<file path="config.mk">
export PLATFORM = sky130hd
export DESIGN_NAME = rsr_readout
export DESIGN_NICKNAME = d
export VERILOG_FILES = /design/src/rsr_pkg.sv /design/src/rsr_sync.sv /design/src/rsr_readout.sv
export VERILOG_INCLUDE_DIRS = /design/src
export SDC_FILE = /design/constraint.sdc
export NUM_CORES = 1
export LEC_CHECK = 0
export ABC_AREA = 1
export BUFFER_PORTS_ARGS = -buffer_cell sky130_fd_sc_hd__buf_4
export CAP_MARGIN = 20
export CORE_MARGIN = 4
export CORE_UTILIZATION = 35
export CTS_BUF_LIST = sky130_fd_sc_hd__clkbuf_16
export DETAILED_ROUTE_END_ITERATION = 10
export GPL_ROUTABILITY_DRIVEN = 0
export SLEW_MARGIN = 20
export SYNTH_ARGS = -nofsm -noshare
export SYNTH_HDL_FRONTEND = slang
export SYNTH_SLANG_ARGS = --single-unit
</file>
<file path="constraint.sdc">
create_clock -name core_clk -period 1.8 [get_ports core_clk]
set_input_delay 0 -clock core_clk [delete_from_list [all_inputs] [get_ports core_clk]]
set_output_delay 0 -clock core_clk [all_outputs]
set_load 0.03 [all_outputs]
</file>
<file path="src/rsr_defs.svh">
// constants for the receiver status read-out block
// What this block does
// - Bus address 0xE9 selects the status and channel-status read-out, which then appears on the serial data output.
// - In the 0xE9 read-out, position 0 is the channel-status update flag, position 1 the error pin and position 7 is zero.
// - Positions 2 and 3 of the 0xE9 read-out carry the two delay-state pins.
// - Positions 4 to 6 of the 0xE9 read-out carry the three rate-code pins.
// - Status positions 0 to 6 take the live pin levels at the moment the read starts.
// - Channel-status bits 0 to 47 sit in positions 8 to 55, least significant bit first.
// - The 48 channel-status bits are frozen when chip enable rises to start the read and stay fixed for that read.
// - Channel-status groups are application, control, category, source, channel, rate, accuracy and word length.
// - Bus address 0xEA selects the Pc read-out, sent most significant bit first with bit 15 in position 0.
// - Positions 16 to 55 of the 0xEA read-out are zero.
// - The Pc word holds stream number, type-dependent info, error, reserved and data type fields.
`ifndef RSR_DEFS_SVH
`define RSR_DEFS_SVH

`define RSR_ADDR_STATUS    8'hE9
`define RSR_ADDR_PC        8'hEA
`define RSR_ADDR_BITS      4'h8
`define RSR_FRAME_BITS     56
`define RSR_FRAME_LAST     6'h37
`define RSR_CS_BITS        48
`define RSR_PC_BITS        16
`define RSR_STAT_BITS      8

// status field positions inside the first byte
`define RSR_POS_FLAG       0
`define RSR_POS_ERR        1
`define RSR_POS_DELAY      2
`define RSR_POS_RATE       4
`define RSR_POS_ZERO       7

// channel-status group positions
`define RSR_CS_APP         0
`define RSR_CS_CTRL_LO     1
`define RSR_CS_CTRL_HI     5
`define RSR_CS_CAT_LO      8
`define RSR_CS_CAT_HI      15
`define RSR_CS_SRC_LO      16
`define RSR_CS_SRC_HI      19
`define RSR_CS_CHAN_LO     20
`define RSR_CS_CHAN_HI     23
`define RSR_CS_RATE_LO     24
`define RSR_CS_RATE_HI     27
`define RSR_CS_ACC_LO      28
`define RSR_CS_ACC_HI      29
`define RSR_CS_WLEN_LO     32
`define RSR_CS_WLEN_HI     35

// Pc word field positions
`define RSR_PC_STREAM_LO   13
`define RSR_PC_INFO_LO     8
`define RSR_PC_INFO_HI     12
`define RSR_PC_ERR         7
`define RSR_PC_TYPE_HI     4

`endif

</file>
<file path="src/rsr_pkg.sv">
// types for the receiver status read-out block
package rsr_pkg;

  typedef enum logic [1:0] {
    RSR_IDLE = 2'b00,
    RSR_READ = 2'b01,
    RSR_SKIP = 2'b10
  } rsr_state_e;

  typedef enum logic [1:0] {
    RSR_SEL_NONE   = 2'b00,
    RSR_SEL_STATUS = 2'b01,
    RSR_SEL_PC     = 2'b10
  } rsr_sel_e;

  typedef logic [5:0] rsr_pos_t;

endpackage

</file>
<file path="src/rsr_sync.sv">
// two-stage synchroniser for a group of pin inputs
`timescale 1ns/100ps
module rsr_sync #(
  parameter int WIDTH = 3
) (
  // clock and reset
  input  wire logic             core_clk,
  input  wire logic             nrst,
  // pins and synchronised levels
  input  wire logic [WIDTH-1:0] pin_in,
  output logic      [WIDTH-1:0] pin_sync
);

  logic [WIDTH-1:0] stage1_ff;
  logic [WIDTH-1:0] stage2_ff;

  genvar g;
  generate
    for (g = 0; g < WIDTH; g++) begin : g_bit
      always_ff @(posedge core_clk or negedge nrst) begin
        if (!nrst) begin
          stage1_ff[g] <= 1'b0;
          stage2_ff[g] <= 1'b0;
        end else begin
          stage1_ff[g] <= pin_in[g];
          stage2_ff[g] <= stage1_ff[g];
        end
      end
    end
  endgenerate

  assign pin_sync = stage2_ff;

endmodule

</file>
<file path="src/rsr_readout.sv">
// serial read-out of receiver status, channel status and burst preamble Pc
`timescale 1ns/100ps
`include "rsr_defs.svh"
module rsr_readout (
  // clock and reset
  input  wire logic                     core_clk,
  input  wire logic                     nrst,
  // three-wire serial control bus pins
  input  wire logic                     bus_clk,
  input  wire logic                     bus_ce,
  input  wire logic                     bus_di,
  output logic                          bus_do,
  output logic                          bus_do_oe,
  // live status pins from the receiver core
  input  wire logic                     chan_status_update_flag,
  input  wire logic                     error_pin,
  input  wire logic                     delay_state_bit0,
  input  wire logic                     delay_state_bit1,
  input  wire logic                     rate_code_bit0,
  input  wire logic                     rate_code_bit1,
  input  wire logic                     rate_code_bit2,
  // received data from the receiver core
  input  wire logic [`RSR_CS_BITS-1:0]  chan_status_bits,
  input  wire logic [`RSR_PC_BITS-1:0]  pc_word,
  // read activity
  output rsr_pkg::rsr_sel_e             read_sel
);
  import rsr_pkg::*;

  // address decode, shared by the capture path and the read-out select
  function automatic rsr_sel_e decode_addr(input logic [7:0] addr, input logic [3:0] cnt);
    rsr_sel_e sel;
    sel = RSR_SEL_NONE;
    if (cnt == `RSR_ADDR_BITS && addr == `RSR_ADDR_STATUS) begin
      sel = RSR_SEL_STATUS;
    end else if (cnt == `RSR_ADDR_BITS && addr == `RSR_ADDR_PC) begin
      sel = RSR_SEL_PC;
    end
    return sel;
  endfunction

  // pin synchronisation
  logic [2:0] pins_sync;

  rsr_sync #(
    .WIDTH (3)
  ) u_sync (
    .core_clk (core_clk),
    .nrst     (nrst),
    .pin_in   ({bus_di, bus_ce, bus_clk}),
    .pin_sync (pins_sync)
  );

  wire sclk_s = pins_sync[0];
  wire ce_s   = pins_sync[1];
  wire di_s   = pins_sync[2];

  logic                      sclk_prev_ff;
  logic                      ce_prev_ff;
  rsr_state_e                state_ff;
  rsr_state_e                nxt_state;
  rsr_sel_e                  sel_ff;
  logic [7:0]                addr_ff;
  logic [3:0]                addr_cnt_ff;
  logic [`RSR_FRAME_BITS-1:0] frame_ff;
  rsr_pos_t                  pos_ff;
  logic                      do_ff;

  wire sclk_rise = sclk_s & ~sclk_prev_ff;
  wire sclk_fall = ~sclk_s & sclk_prev_ff;
  wire ce_rise   = ce_s & ~ce_prev_ff;
  wire ce_fall   = ~ce_s & ce_prev_ff;

  // selection taken from the address shifted in while chip enable was low
  wire rsr_sel_e addr_sel = decode_addr(addr_ff, addr_cnt_ff);

  // status byte built from live pins at the start of the read
  wire [`RSR_STAT_BITS-1:0] status_byte;
  assign status_byte[`RSR_POS_FLAG]                 = chan_status_update_flag;
  assign status_byte[`RSR_POS_ERR]                  = error_pin;
  assign status_byte[`RSR_POS_DELAY+1:`RSR_POS_DELAY] = {delay_state_bit1, delay_state_bit0};
  assign status_byte[`RSR_POS_RATE+2:`RSR_POS_RATE]   = {rate_code_bit2, rate_code_bit1,
                                                         rate_code_bit0};
  assign status_byte[`RSR_POS_ZERO]                 = 1'b0;

  // Pc word reversed so bit 15 leaves first from the low end of the frame
  wire [`RSR_PC_BITS-1:0] pc_rev;
  genvar g;
  generate
    for (g = 0; g < `RSR_PC_BITS; g++) begin : g_pc
      assign pc_rev[g] = pc_word[`RSR_PC_BITS-1-g];
    end
  endgenerate

  // frame images, position n in bit n; channel-status bits kept in their own order
  wire [`RSR_FRAME_BITS-1:0] status_frame = {chan_status_bits, status_byte};
  wire [`RSR_FRAME_BITS-1:0] pc_frame     = {{(`RSR_FRAME_BITS-`RSR_PC_BITS){1'b0}}, pc_rev};

  wire [`RSR_FRAME_BITS-1:0] load_frame =
    (addr_sel == RSR_SEL_STATUS) ? status_frame :
    (addr_sel == RSR_SEL_PC)     ? pc_frame     : {`RSR_FRAME_BITS{1'b0}};

  // next state
  always_comb begin
    nxt_state = state_ff;
    case (state_ff)
      RSR_IDLE: begin
        if (ce_rise) begin
          nxt_state = (addr_sel == RSR_SEL_NONE) ? RSR_SKIP : RSR_READ;
        end
      end
      RSR_READ: begin
        if (ce_fall) begin
          nxt_state = RSR_IDLE;
        end
      end
      RSR_SKIP: begin
        if (ce_fall) begin
          nxt_state = RSR_IDLE;
        end
      end
      default: begin
        nxt_state = RSR_IDLE;
      end
    endcase
  end

  always_ff @(posedge core_clk or negedge nrst) begin
    if (!nrst) begin
      sclk_prev_ff <= 1'b0;
      ce_prev_ff   <= 1'b0;
      state_ff     <= RSR_IDLE;
    end else begin
      sclk_prev_ff <= sclk_s;
      ce_prev_ff   <= ce_s;
      state_ff     <= nxt_state;
    end
  end

  // address capture, LSB first on rising bus clock while chip enable is low
  always_ff @(posedge core_clk or negedge nrst) begin
    if (!nrst) begin
      addr_ff     <= 8'h00;
      addr_cnt_ff <= 4'h0;
    end else if (ce_fall) begin
      addr_cnt_ff <= 4'h0;
    end else if (state_ff == RSR_IDLE && !ce_s && sclk_rise) begin
      addr_ff <= {di_s, addr_ff[7:1]};
      if (addr_cnt_ff != 4'hF) begin
        addr_cnt_ff <= addr_cnt_ff + 4'h1;
      end
    end
  end

  // frame snapshot at the start of the read, then one position per bus clock
  always_ff @(posedge core_clk or negedge nrst) begin
    if (!nrst) begin
      frame_ff <= {`RSR_FRAME_BITS{1'b0}};
      pos_ff   <= 6'h00;
      sel_ff   <= RSR_SEL_NONE;
    end else if (ce_fall) begin
      // a chip enable drop ends the read even on a coinciding bus clock fall
      sel_ff <= RSR_SEL_NONE;
    end else if (state_ff == RSR_IDLE && ce_rise) begin
      frame_ff <= load_frame;
      pos_ff   <= 6'h00;
      sel_ff   <= addr_sel;
    end else if (state_ff == RSR_READ && sclk_fall) begin
      frame_ff <= {1'b0, frame_ff[`RSR_FRAME_BITS-1:1]};
      if (pos_ff != `RSR_FRAME_LAST) begin
        pos_ff <= pos_ff + 6'h01;
      end
    end
  end

  // serial data output register
  always_ff @(posedge core_clk or negedge nrst) begin
    if (!nrst) begin
      do_ff <= 1'b0;
    end else if (nxt_state == RSR_READ && state_ff == RSR_IDLE) begin
      do_ff <= load_frame[0];
    end else if (nxt_state != RSR_READ) begin
      do_ff <= 1'b0;
    end else if (sclk_fall) begin
      // past the last position the line stays low
      do_ff <= (pos_ff == `RSR_FRAME_LAST) ? 1'b0 : frame_ff[1];
    end
  end

  assign bus_do    = do_ff;
  assign bus_do_oe = (state_ff == RSR_READ);
  assign read_sel  = sel_ff;

endmodule

</file>
Word level (Yosys, flattened, before mapping) --
Index checks and enable logic that the tools add are counted.
Storage, ports and cells: register bits 87, input bits 76, output and inout bits 4
Operators by class: $add $sub $neg 2, equal/unequal tests 12, muxes and demuxes 22, bitwise operators 9, reductions and logical operators 21
Operators by type and width (count):
- two-way mux 56 bit | 3
- two-way mux 6 bit | 3
- == test 8 bit (second input constant) | 2
- two-way mux 16 bit | 1
- two-way mux 2 bit | 7
- two-way mux 4 bit | 3
- nonzero test 2 bit | 5
- logical AND 1 bit | 7
- adder 6 x 1 -> 6 bit (second input constant) | 1
- == test 2 x 1 -> 1 bit (second input constant) | 3
- == test 6 bit (second input constant) | 1
- != test 6 bit (second input constant) | 1
- AND reduction 2 bit | 3
- NOT 1 bit | 5
- adder 4 x 1 -> 4 bit (second input constant) | 1
- AND 1 bit | 4
- == test 2 bit (second input constant) | 2
- == test 4 bit (second input constant) | 1
- logical NOT 2 bit | 2
- two-way mux 1 bit | 4
- != test 4 bit (second input constant) | 1
- case mux 2 bit (2 select lines) | 1
- AND reduction 3 bit | 1
- nonzero test 3 bit | 1
- other kinds (3) | 3

Longest topological paths before layout --
Gate-level depths: netlist (run 1).
depth after elaboration 11, gate-level depth with buffers 12, gate-level depth less buffers 12

Hierarchy --
Synthesis (run 1) repeated with hierarchy kept, for this count alone.
Unflattened totals: cell total of the unflattened synthesis 494, area total of the unflattened synthesis 4197.8 um^2
Modules (own cells, without submodules):
- rsr_readout | instances 1, cells an instance 488, area each 4047.6 um^2, sequential area each 2001.9 um^2
- rsr_sync | instances 1, cells an instance 6, area each 150.1 um^2, sequential area each 150.1 um^2

Worst setup path after synthesis (run 1) --
No wires, ideal clock.
kind register -> register, from register state_ff[1], to register frame_ff[10], arrival 1.675 ns, required time 1.679 ns, slack 0.004 ns, cell stages (with the launch flop) 11, buffers on the path 2, period minus slack after synthesis 1.796 ns, path through dfrtp_1 inv_1 ha_1 inv_1 o21ai_2 nand2_4 buf_12 buf_12 a21oi_2 o2bb2ai_1 nand2_1
Between the ends: cells in the longest elaborated chain, start to end 4
Ends and longest elaborated chain:
- from (decl) | RTL line rsr_readout.sv:60 | rsr_state_e state_ff;
- from (signal assigned) | RTL line rsr_readout.sv:136 | state_ff <= nxt_state;
- == test 2 x 1 -> 1 bit
- via bus_do_oe | RTL line rsr_readout.sv:13 | output logic bus_do_oe,
- logical AND 1 bit | RTL line rsr_readout.sv:168 | end else if (state_ff == RSR_READ && sclk_fall) begin
- nonzero test 2 bit (no line)
- AND reduction 2 bit (no line)
- to (signal assigned) | RTL line rsr_readout.sv:158 | frame_ff <= {`RSR_FRAME_BITS{1'b0}};
- to (signal assigned) | RTL line rsr_readout.sv:165 | frame_ff <= load_frame;
- to (signal assigned) | RTL line rsr_readout.sv:169 | frame_ff <= {1'b0, frame_ff[`RSR_FRAME_BITS-1:1]};
- to (decl) | RTL line rsr_readout.sv:65 | logic [`RSR_FRAME_BITS-1:0] frame_ff;
The timed path passes the listed nets, and every way through them passes these cells. A chain may end at the register's enable or synchronous reset.

Worst setup path after layout (run 1) --
from register addr_cnt_ff[0], to register frame_ff[38]
Between the ends: cells in the longest elaborated chain, start to end 7
Ends and longest elaborated chain:
- from (decl) | RTL line rsr_readout.sv:64 | logic [3:0] addr_cnt_ff;
- from (signal assigned) | RTL line rsr_readout.sv:150 | addr_cnt_ff <= addr_cnt_ff + 4'h1;
- == test 4 bit (no line) *
- logical AND 1 bit (no line)
- two-way mux 2 bit | RTL line rsr_readout.sv:36 | end else if (cnt == `RSR_ADDR_BITS && addr == `RSR_ADDR_PC) begin
- two-way mux 2 bit * | RTL line rsr_readout.sv:34 | if (cnt == `RSR_ADDR_BITS && addr == `RSR_ADDR_STATUS) begin
- == test 2 x 1 -> 1 bit * | RTL line rsr_readout.sv:100 | (addr_sel == RSR_SEL_STATUS) ? status_frame :
- two-way mux 56 bit * | RTL line rsr_readout.sv:100
- two-way mux 56 bit * | RTL line rsr_readout.sv:164 | end else if (state_ff == RSR_IDLE && ce_rise) begin
Every way passes the cells marked *; elsewhere a longest branch is shown, timed or not.

==> results of run 1 <==
==> path summary, 6_finish.rpt <==
path	slack [ns]	depth (start not counted)	end
setup / recovery	0.07	10	frame_ff[38]
hold / removal	0.02	4	frame_ff[10]
setup reg to reg	0.07	10	frame_ff[38]
hold reg to reg	0.34	0	u_sync.pin_sync[1]
max in group asynchronous	0.93	3	frame_ff[2]
min in group asynchronous	0.17	2	frame_ff[9]
==> registers in the layout, indices dropped and copies added, names as in the netlist, 2 cells and up <==
signal / cells
addr_cnt_ff: 4
u_sync.pin_sync: 3
pos_ff: 6
u_sync.stage1_ff: 3
frame_ff: 55
read_sel: 2
state_ff: 2
addr_ff: 8
==> where the power goes <==
part | leakage [nW] | internal, mW | switching (mW) | total (mW)
combinational | 1.47 | 0.800 | 0.893 | 1.69
sequential | 0.984 | 2.68 | 0.446 | 3.13
clock | 0.134 | 1.05 | 0.709 | 1.76
==> cell usage in the layout (no fill, tap or decap), types with 2 or more instances in the layout <==
master	netlist	final
a21oi_1	95	87
a21oi_2	9	17
buf_12	2	4
buf_4	1	96
buf_6	3	4
clkbuf_16	0	11
clkinv_1	0	3
dfrtp_1	86	86
dlygate4sd3_1	0	59
ha_1	6	4
inv_1	27	26
inv_2	4	5
nand2_1	112	110
nand2_2	0	2
nand2_4	2	2
nand3_1	14	13
nand3b_1	2	2
nand4_1	16	16
nor2_1	56	55
nor2_4	3	4
nor3_1	5	5
o21ai_0	8	8
o2bb2ai_1	14	14
==> layer usage <==
metal	global-route usage (%)	share of wire (%)	vias up
met5	0	0	-
met4	7.47	2.3	0
met3	2.16	3.8	16
met2	25.4	48	80
met1	20.6	46	1870
li1	-	-	1945
==> layout make-up <==
| class | instances | area, um^2 | share of cell area, % |
|---|---|---|---|
| flip-flops and latches | 86 | 2150 | 35.7 |
| clock buffers | 9 | 225 | 3.74 |
| multi-input cells | 350 | 1810 | 30.1 |
| inverters | 31 | 116 | 1.93 |
| clock inverters | 6 | 53.8 | 0.893 |
| repair buffers | 165 | 1490 | 24.7 |
| well taps | 143 | 179 | 2.97 |
==> critical path, cell delays in order (launching register included) <==
cell and delay [ns]:
dfrtp_1 0.38, inv_1 0.08, ha_1 0.17, nand2_2 0.08
nor2_4 0.16, nand3_2 0.13, nor2_4 0.16, buf_6 0.14
buf_12 0.13, nand2_1 0.09, a21oi_2 0.14
==> timing repair <==
| action | 4_1_cts | 5_1_grt |
|---|---|---|
| pin swaps | 0 | 2 |
| gates resized for setup | 1 | 22 |
| hold buffers | 59 | 0 |
| endpoints found under the setup margin | 6 | 70 |
| cloned | 0 | 3 |
| setup buffers | 0 | 5 |
| hold endpoints to repair | 93 | 0 |
==> cells by family (layout without fill, tap and decap cells) <==
| kind of cell | count (synthesis) | in the layout | synth area share (%) |
|---|---|---|---|
| AOI/OAI and AO/OA | 130 | 130 | 17.9 |
| xor gates and xnor gates | 1 | 1 | 0.209 |
| adders and majority gates | 6 | 6 | 1.79 |
| buffers and inverters | 58 | 211 | 7.06 |
| DFF | 86 | 86 | 51.3 |
| and+or+nand+nor | 213 | 213 | 21.8 |
==> metrics.md, run 1 <==
| Metric | Value |
|---|---|
| Tot Pwr | `6.58 mW` |
| RSZ-0062 raised after global routing | `true` |
| Crit path max fanout | `10` |
| Tmin final | `1.73 ns` |
| # fillers | `1,046` |
| Setup WS post-layout | `0.0727 ns` |
| Final hold violation count | `0` |
| Primary FF master, synth | `dfrtp_1` |
| CTS Buf Count | `9` |
| Cell area after layout | `6020 um^2` |
| Die area | `13,800 um^2` |
| Layout cells sized above 1 | `23.8%` |
| Final HPWL DP | `7.12 mm` |
| CTS Sinks | `86` |
| Worst hold slack | `0.0231 ns` |
| Worst Hold Launch | `pc_word[5]` |
| Final TNS setup | `0 ns` |
| Critical Setup Path Class | `reg2reg` |
| First-pass iteration count of the detailed router | `4` |
| # IOs | `80` |
| Synthesis-to-finish area growth | `43.5%` |
| First DRT Iteration DRCs | `240` |
| Ys Warns | `0` |
| Max-Cap Viols | `0` |
| Largest net degree at the start of global routing | `46` |
| CTS H-tree depth | `3` |
| Rel. slew slack | `between 60 and 70%` |
| Nets | `725` |
| Dpl cell area | `~5000 um^2` |
| Crit end category | `register` |
| Max Buffers Root-to-Sink | `2` |
| Max Slew Vio Count | `0` |
| Most frequent cell after synthesis | `nand2_1` |
| WL final | `11.0 mm` |
| DR WL/cell | `14.0 um` |
| R2R Path Start | `addr_cnt_ff[0]` |
| Measured slew at the worst slew-check pin | `~0.5 ns` |
| Post-synth top area share | `51.3%` |
| Syn Area/Cell | `8.50 um^2` |
| CP Launch Type | `register` |
| Pwr dens | `1090 nW/um^2` |
| Leading cell types by count after synthesis | `nand2_1 (112), a21oi_1 (95), dfrtp_1 (86)` |
| Leakage | `2.58 nW` |
| Final setup vio count | `0` |
| Top cells by area, synth | `dfrtp_1 (51%), a21oi_1 (11%), nand2_1 (10%)` |
| Worst skew pair latency | `0.34 ns` |
| Vias | `slightly below 4,000` |
| Core Region | `11,600 um^2` |
| Critical Path RT | `2.07 ns` |
| Die X | `118 um` |
| Synthesized area | `4200 um^2` |
| Initial antenna violation count | `0` |
| Final ANT Viol Nets | `0` |
| Seq/Total Area, Yosys | `51.3%` |
| Reg clk slew, reported paths | `around 0.060 ns` |
| Synth Instances | `494` |
| Syn_nets | `576` |
| Diodes inserted | `0` |
| Yosys cell types | `30` |
| Fin crit share | `96.0%` |
| Starting Density | `36.3%` |
| Final core utilization | `between 50 and 60%` |
| Fmax achieved | `579 MHz` |
| Clock Skew | `0.00690 ns` |
| Vias per cell | `4.95` |
| #FFs+latches synth | `86` |
| Worst slack at placement | `0.00270 ns` |
| CP arrival | `2.00 ns` |
| Yosys top cell by area | `dfrtp_1` |
| Root Buffer | `clkbuf_16` |
| GR Util All Layers | `about 16%` |
| Min-delay worst type | `in2reg` |
| CTS tree | `yes` |
| DR DRC count | `0` |
| Vias in the first global route | `between 3,000 and 4,000` |
| Dpl cells | `slightly above 700` |
| Status | `complete, no violations` |
| Post-synth EDFFs | `0` |
| First-pass GRT wire length | `17.8 mm` |
| Worst vdd ir | `0.469 mV` |
| FP Rows | `39` |
| Worst setup path startpoint | `addr_cnt_ff[0]` |
| Grt ovf | `0` |
| Async set or reset register ratio after synthesis | `100%` |
| Die Y | `118 um` |
| I/O Buffers | `79` |
| Final Instance Count excl. Fillers | `790` |
(Power assumes the default switching activity.)
==> inputs of run 2 (changes only) <==
--- a/config.mk
+++ b/config.mk
@@ -10,7 +10,7 @@
 export BUFFER_PORTS_ARGS = -buffer_cell sky130_fd_sc_hd__buf_4
 export CAP_MARGIN = 20
 export CORE_MARGIN = 4
-export CORE_UTILIZATION = 35
+export CORE_UTILIZATION = 32
 export CTS_BUF_LIST = sky130_fd_sc_hd__clkbuf_16
 export DETAILED_ROUTE_END_ITERATION = 10
 export GPL_ROUTABILITY_DRIVEN = 0
==> run 2 against run 1 <==
Design area rose by 0.60%; sequential share of layout area fell by 0.21 points; die area rose by 8.7%; clock skew fell by 0.0016 ns; register-to-register slack got worse by 0.04 ns; clock-buffer cell count did not move; critical endpoint is now frame_ff[35]; worst hold slack improved by 0.011 ns; first-iteration DRC count fell by 8.8%; cell count rose by 2.9%; sequential power barely moved; wire length rose by 2.4%.
==> metrics.md, run 2 (synthesis gave the netlist of run 1 again) <==
| Metric | Value |
|---|---|
| Critical path's slowest cell | `dfrtp_1 (unchanged)` |
| Die Y | `123 um (was 118 um)` |
| # IOs | `80 (unchanged)` |
| Core Region | `12,700 um^2 (was 11,600 um^2)` |
| Largest net degree at the start of global routing | `54 (was 46)` |
| CTS tree | `yes (unchanged)` |
| Worst vdd ir | `0.459 mV (was 0.469 mV)` |
| Final TNS setup | `0 ns (unchanged)` |
| Fin crit share | `98.1% (was 96.0%)` |
| Die area | `15,000 um^2 (was 13,800 um^2)` |
| Cell area after layout | `6060 um^2 (was 6020 um^2)` |
| Max Buffers Root-to-Sink | `2 (unchanged)` |
| Max FFs per register | `55 (unchanged)` |
| Biggest regs | `frame_ff: 55 flops, addr_ff: 8 flops, pos_ff: 6 flops (unchanged)` |
| First-pass iteration count of the detailed router | `4 (unchanged)` |
| FP Rows | `41 (was 39)` |
| Most common cell after layout, fill and taps aside | `nand2_1 (unchanged)` |
| Reg clk slew, reported paths | `0.06 ns (about the same)` |
| Dpl cell area | `5010 um^2 (was 4970 um^2)` |
| Logic pwr share | `26.1% (was 25.7%)` |
| Most flops, register | `frame_ff (unchanged)` |
| Grt ovf | `0 (unchanged)` |
| # fillers | `1,232 (was 1,046)` |
| First DRT Iteration DRCs | `219 (was 240)` |
| Max-Cap Viols | `0 (unchanged)` |
| Dpl cells | `733 (was 708)` |
| Nets | `718 (was 725)` |
| DR DRC count | `0 (unchanged)` |
| Final ANT Viol Nets | `0 (unchanged)` |
| Worst skew pair latency | `0.33 ns (was 0.34 ns)` |
| Switching portion of total power | `31.3% (was 31.1%)` |
| CTS H-tree depth | `3 (unchanged)` |
| Root Buffer | `clkbuf_16 (unchanged)` |
| Starting Density | `33.0% (was 36.3%)` |
| Final HPWL DP | `7.14 mm (was 7.12 mm)` |
| WL final | `11.3 mm (was 11.0 mm)` |
| Most frequent cells in the layout | `nand2_1 (111), buf_4 (88), dfrtp_1 (86), a21oi_1 (84), dlygate4sd3_1 (59) (was nand2_1 (110), buf_4 (96), a21oi_1 (87), dfrtp_1 (86), dlygate4sd3_1 (59))` |
| Crit end category | `register (unchanged)` |
| Crit path max fanout | `22 (was 10)` |
| Die X | `123 um (was 118 um)` |
| Crit path largest cell delay | `0.41 ns (was 0.38 ns)` |
| Crit path top cell by count | `nor2_4 (unchanged)` |
| Diodes inserted | `0 (unchanged)` |
| Crit path cell chain | `inv_2, ha_1, nand2_2, nor2_4, nand3_4, nor2_4, buf_12, nand2_1, a21oi_1 (was inv_1, ha_1, nand2_2, nor2_4, nand3_2, nor2_4, buf_6, buf_12, nand2_1, a21oi_2)` |
| Worst slack at placement | `-0.0237 ns (was 0.00270 ns)` |
| GR Util All Layers | `14.8% (was 15.6%)` |
| Final core utilization | `47.6% (was 52.1%)` |
| CTS Buf Count | `9 (unchanged)` |
| Final setup vio count | `0 (unchanged)` |
| CP arrival | `2.02 ns (was 2.00 ns)` |
| Tmin final | `1.77 ns (was 1.73 ns)` |
| Final hold violation count | `0 (unchanged)` |
| Tot Pwr | `6.63 mW (was 6.58 mW)` |
| Fmax achieved | `566 MHz (was 579 MHz)` |
| Setup WS post-layout | `0.0346 ns (was 0.0727 ns)` |
| Initial antenna violation count | `0 (unchanged)` |
| Sequential share of power | `47.1% (was 47.5%)` |
| Critical Path RT | `2.06 ns (was 2.07 ns)` |
| First-pass GRT wire length | `17.6 mm (was 17.8 mm)` |
| Clock Power Share | `26.8% (was 26.7%)` |
| Vias | `3,849 (was 3,911)` |
| CTS Sinks | `86 (unchanged)` |
| Rel. slew slack | `62.0% (was 67.1%)` |
| Vias per cell | `4.73 (was 4.95)` |
| Clock Skew | `0.00527 ns (was 0.00690 ns)` |
| Switch Pwr | `2.08 mW (was 2.05 mW)` |
| Final Instance Count excl. Fillers | `813 (was 790)` |
| Vias in the first global route | `3,728 (was 3,870)` |
| CP Launch Type | `register (unchanged)` |
| I/O Buffers | `79 (unchanged)` |
| Measured slew at the worst slew-check pin | `0.570 ns (was 0.494 ns)` |
| Status | `complete, no violations (unchanged)` |
| Worst hold slack | `0.0340 ns (was 0.0231 ns)` |
| Critical Setup Path Class | `reg2reg (unchanged)` |
| Leakage | `2.59 nW (was 2.58 nW)` |
| Max Slew Vio Count | `0 (unchanged)` |
| Layout cells sized above 1 | `23.6% (was 23.8%)` |
| Int Pwr | `4.55 mW (was 4.53 mW)` |
| DR WL/cell | `13.9 um (was 14.0 um)` |
| Pwr dens | `1090 nW/um^2 (about the same)` |
| Synthesis-to-finish area growth | `44.4% (was 43.5%)` |
| Min-delay worst type | `in2reg (unchanged)` |
[run 2: critical path, delay by kind of cell, from the launching register on]
family | cells | cell delay (ns)
compound gates | 1 | 0.15
fa+ha+maj | 1 | 0.17
buf+inv | 2 | 0.28
flops | 1 | 0.41
simple gates | 5 | 0.66
[run 2: final cells by class]
type / instances / area [um^2] / share of cell area (%)
sequential: 86 / 2150 / 35.5
multi-input combinational: 350 / 1830 / 30.2
timing repair buffer: 158 / 1460 / 24.1
clock buffer: 9 / 225 / 3.72
tap: 172 / 215 / 3.55
inverter: 31 / 119 / 1.96
clock inverter: 7 / 58.8 / 0.970
[run 2: power by group through the flow]
stage               clock network (mW)  registers, mW  logic (mW)
CTS                               1.81           3.11        1.64
floorplan                            0           3.03        1.14
finish                            1.78           3.12        1.73
global route                      1.90           3.22        1.98
global placement                     0           3.12        1.47
detailed placement                   0           3.14        1.53
[run 2: per-layer routing]
metal	up-vias	track usage, %	share of wire, %
met5	-	0	0
met4	0	5.53	2.3
met3	17	3.09	3.8
met2	79	24.6	50
met1	1817	18.9	44
li1	1936	-	-
[run 2: timing repair]
| item | 4_1_cts | 5_1_grt |
|---|---|---|
| buffers inserted | 0 | 2 |
| endpoints found under the hold margin | 99 | 0 |
| gates resized for setup | 1 | 25 |
| hold buffers | 59 | 0 |
| setup endpoints to repair | 30 | 56 |
| pin swaps | 0 | 2 |
| gates cloned | 0 | 3 |
[run 2: final timing paths]
path	to	startpoint	slack, ns	depth (start not counted)
max in group asynchronous	frame_ff[47]	nrst	0.93	3
worst min-delay path	frame_ff[8]	pc_word[7]	0.03	4
worst min register to register	u_sync.pin_sync[1]	u_sync.stage1_ff[1]	0.35	0
worst max-delay path	frame_ff[35]	addr_cnt_ff[1]	0.03	9
worst max register to register	frame_ff[35]	addr_cnt_ff[1]	0.03	9
min in group asynchronous	frame_ff[11]	nrst	0.21	2
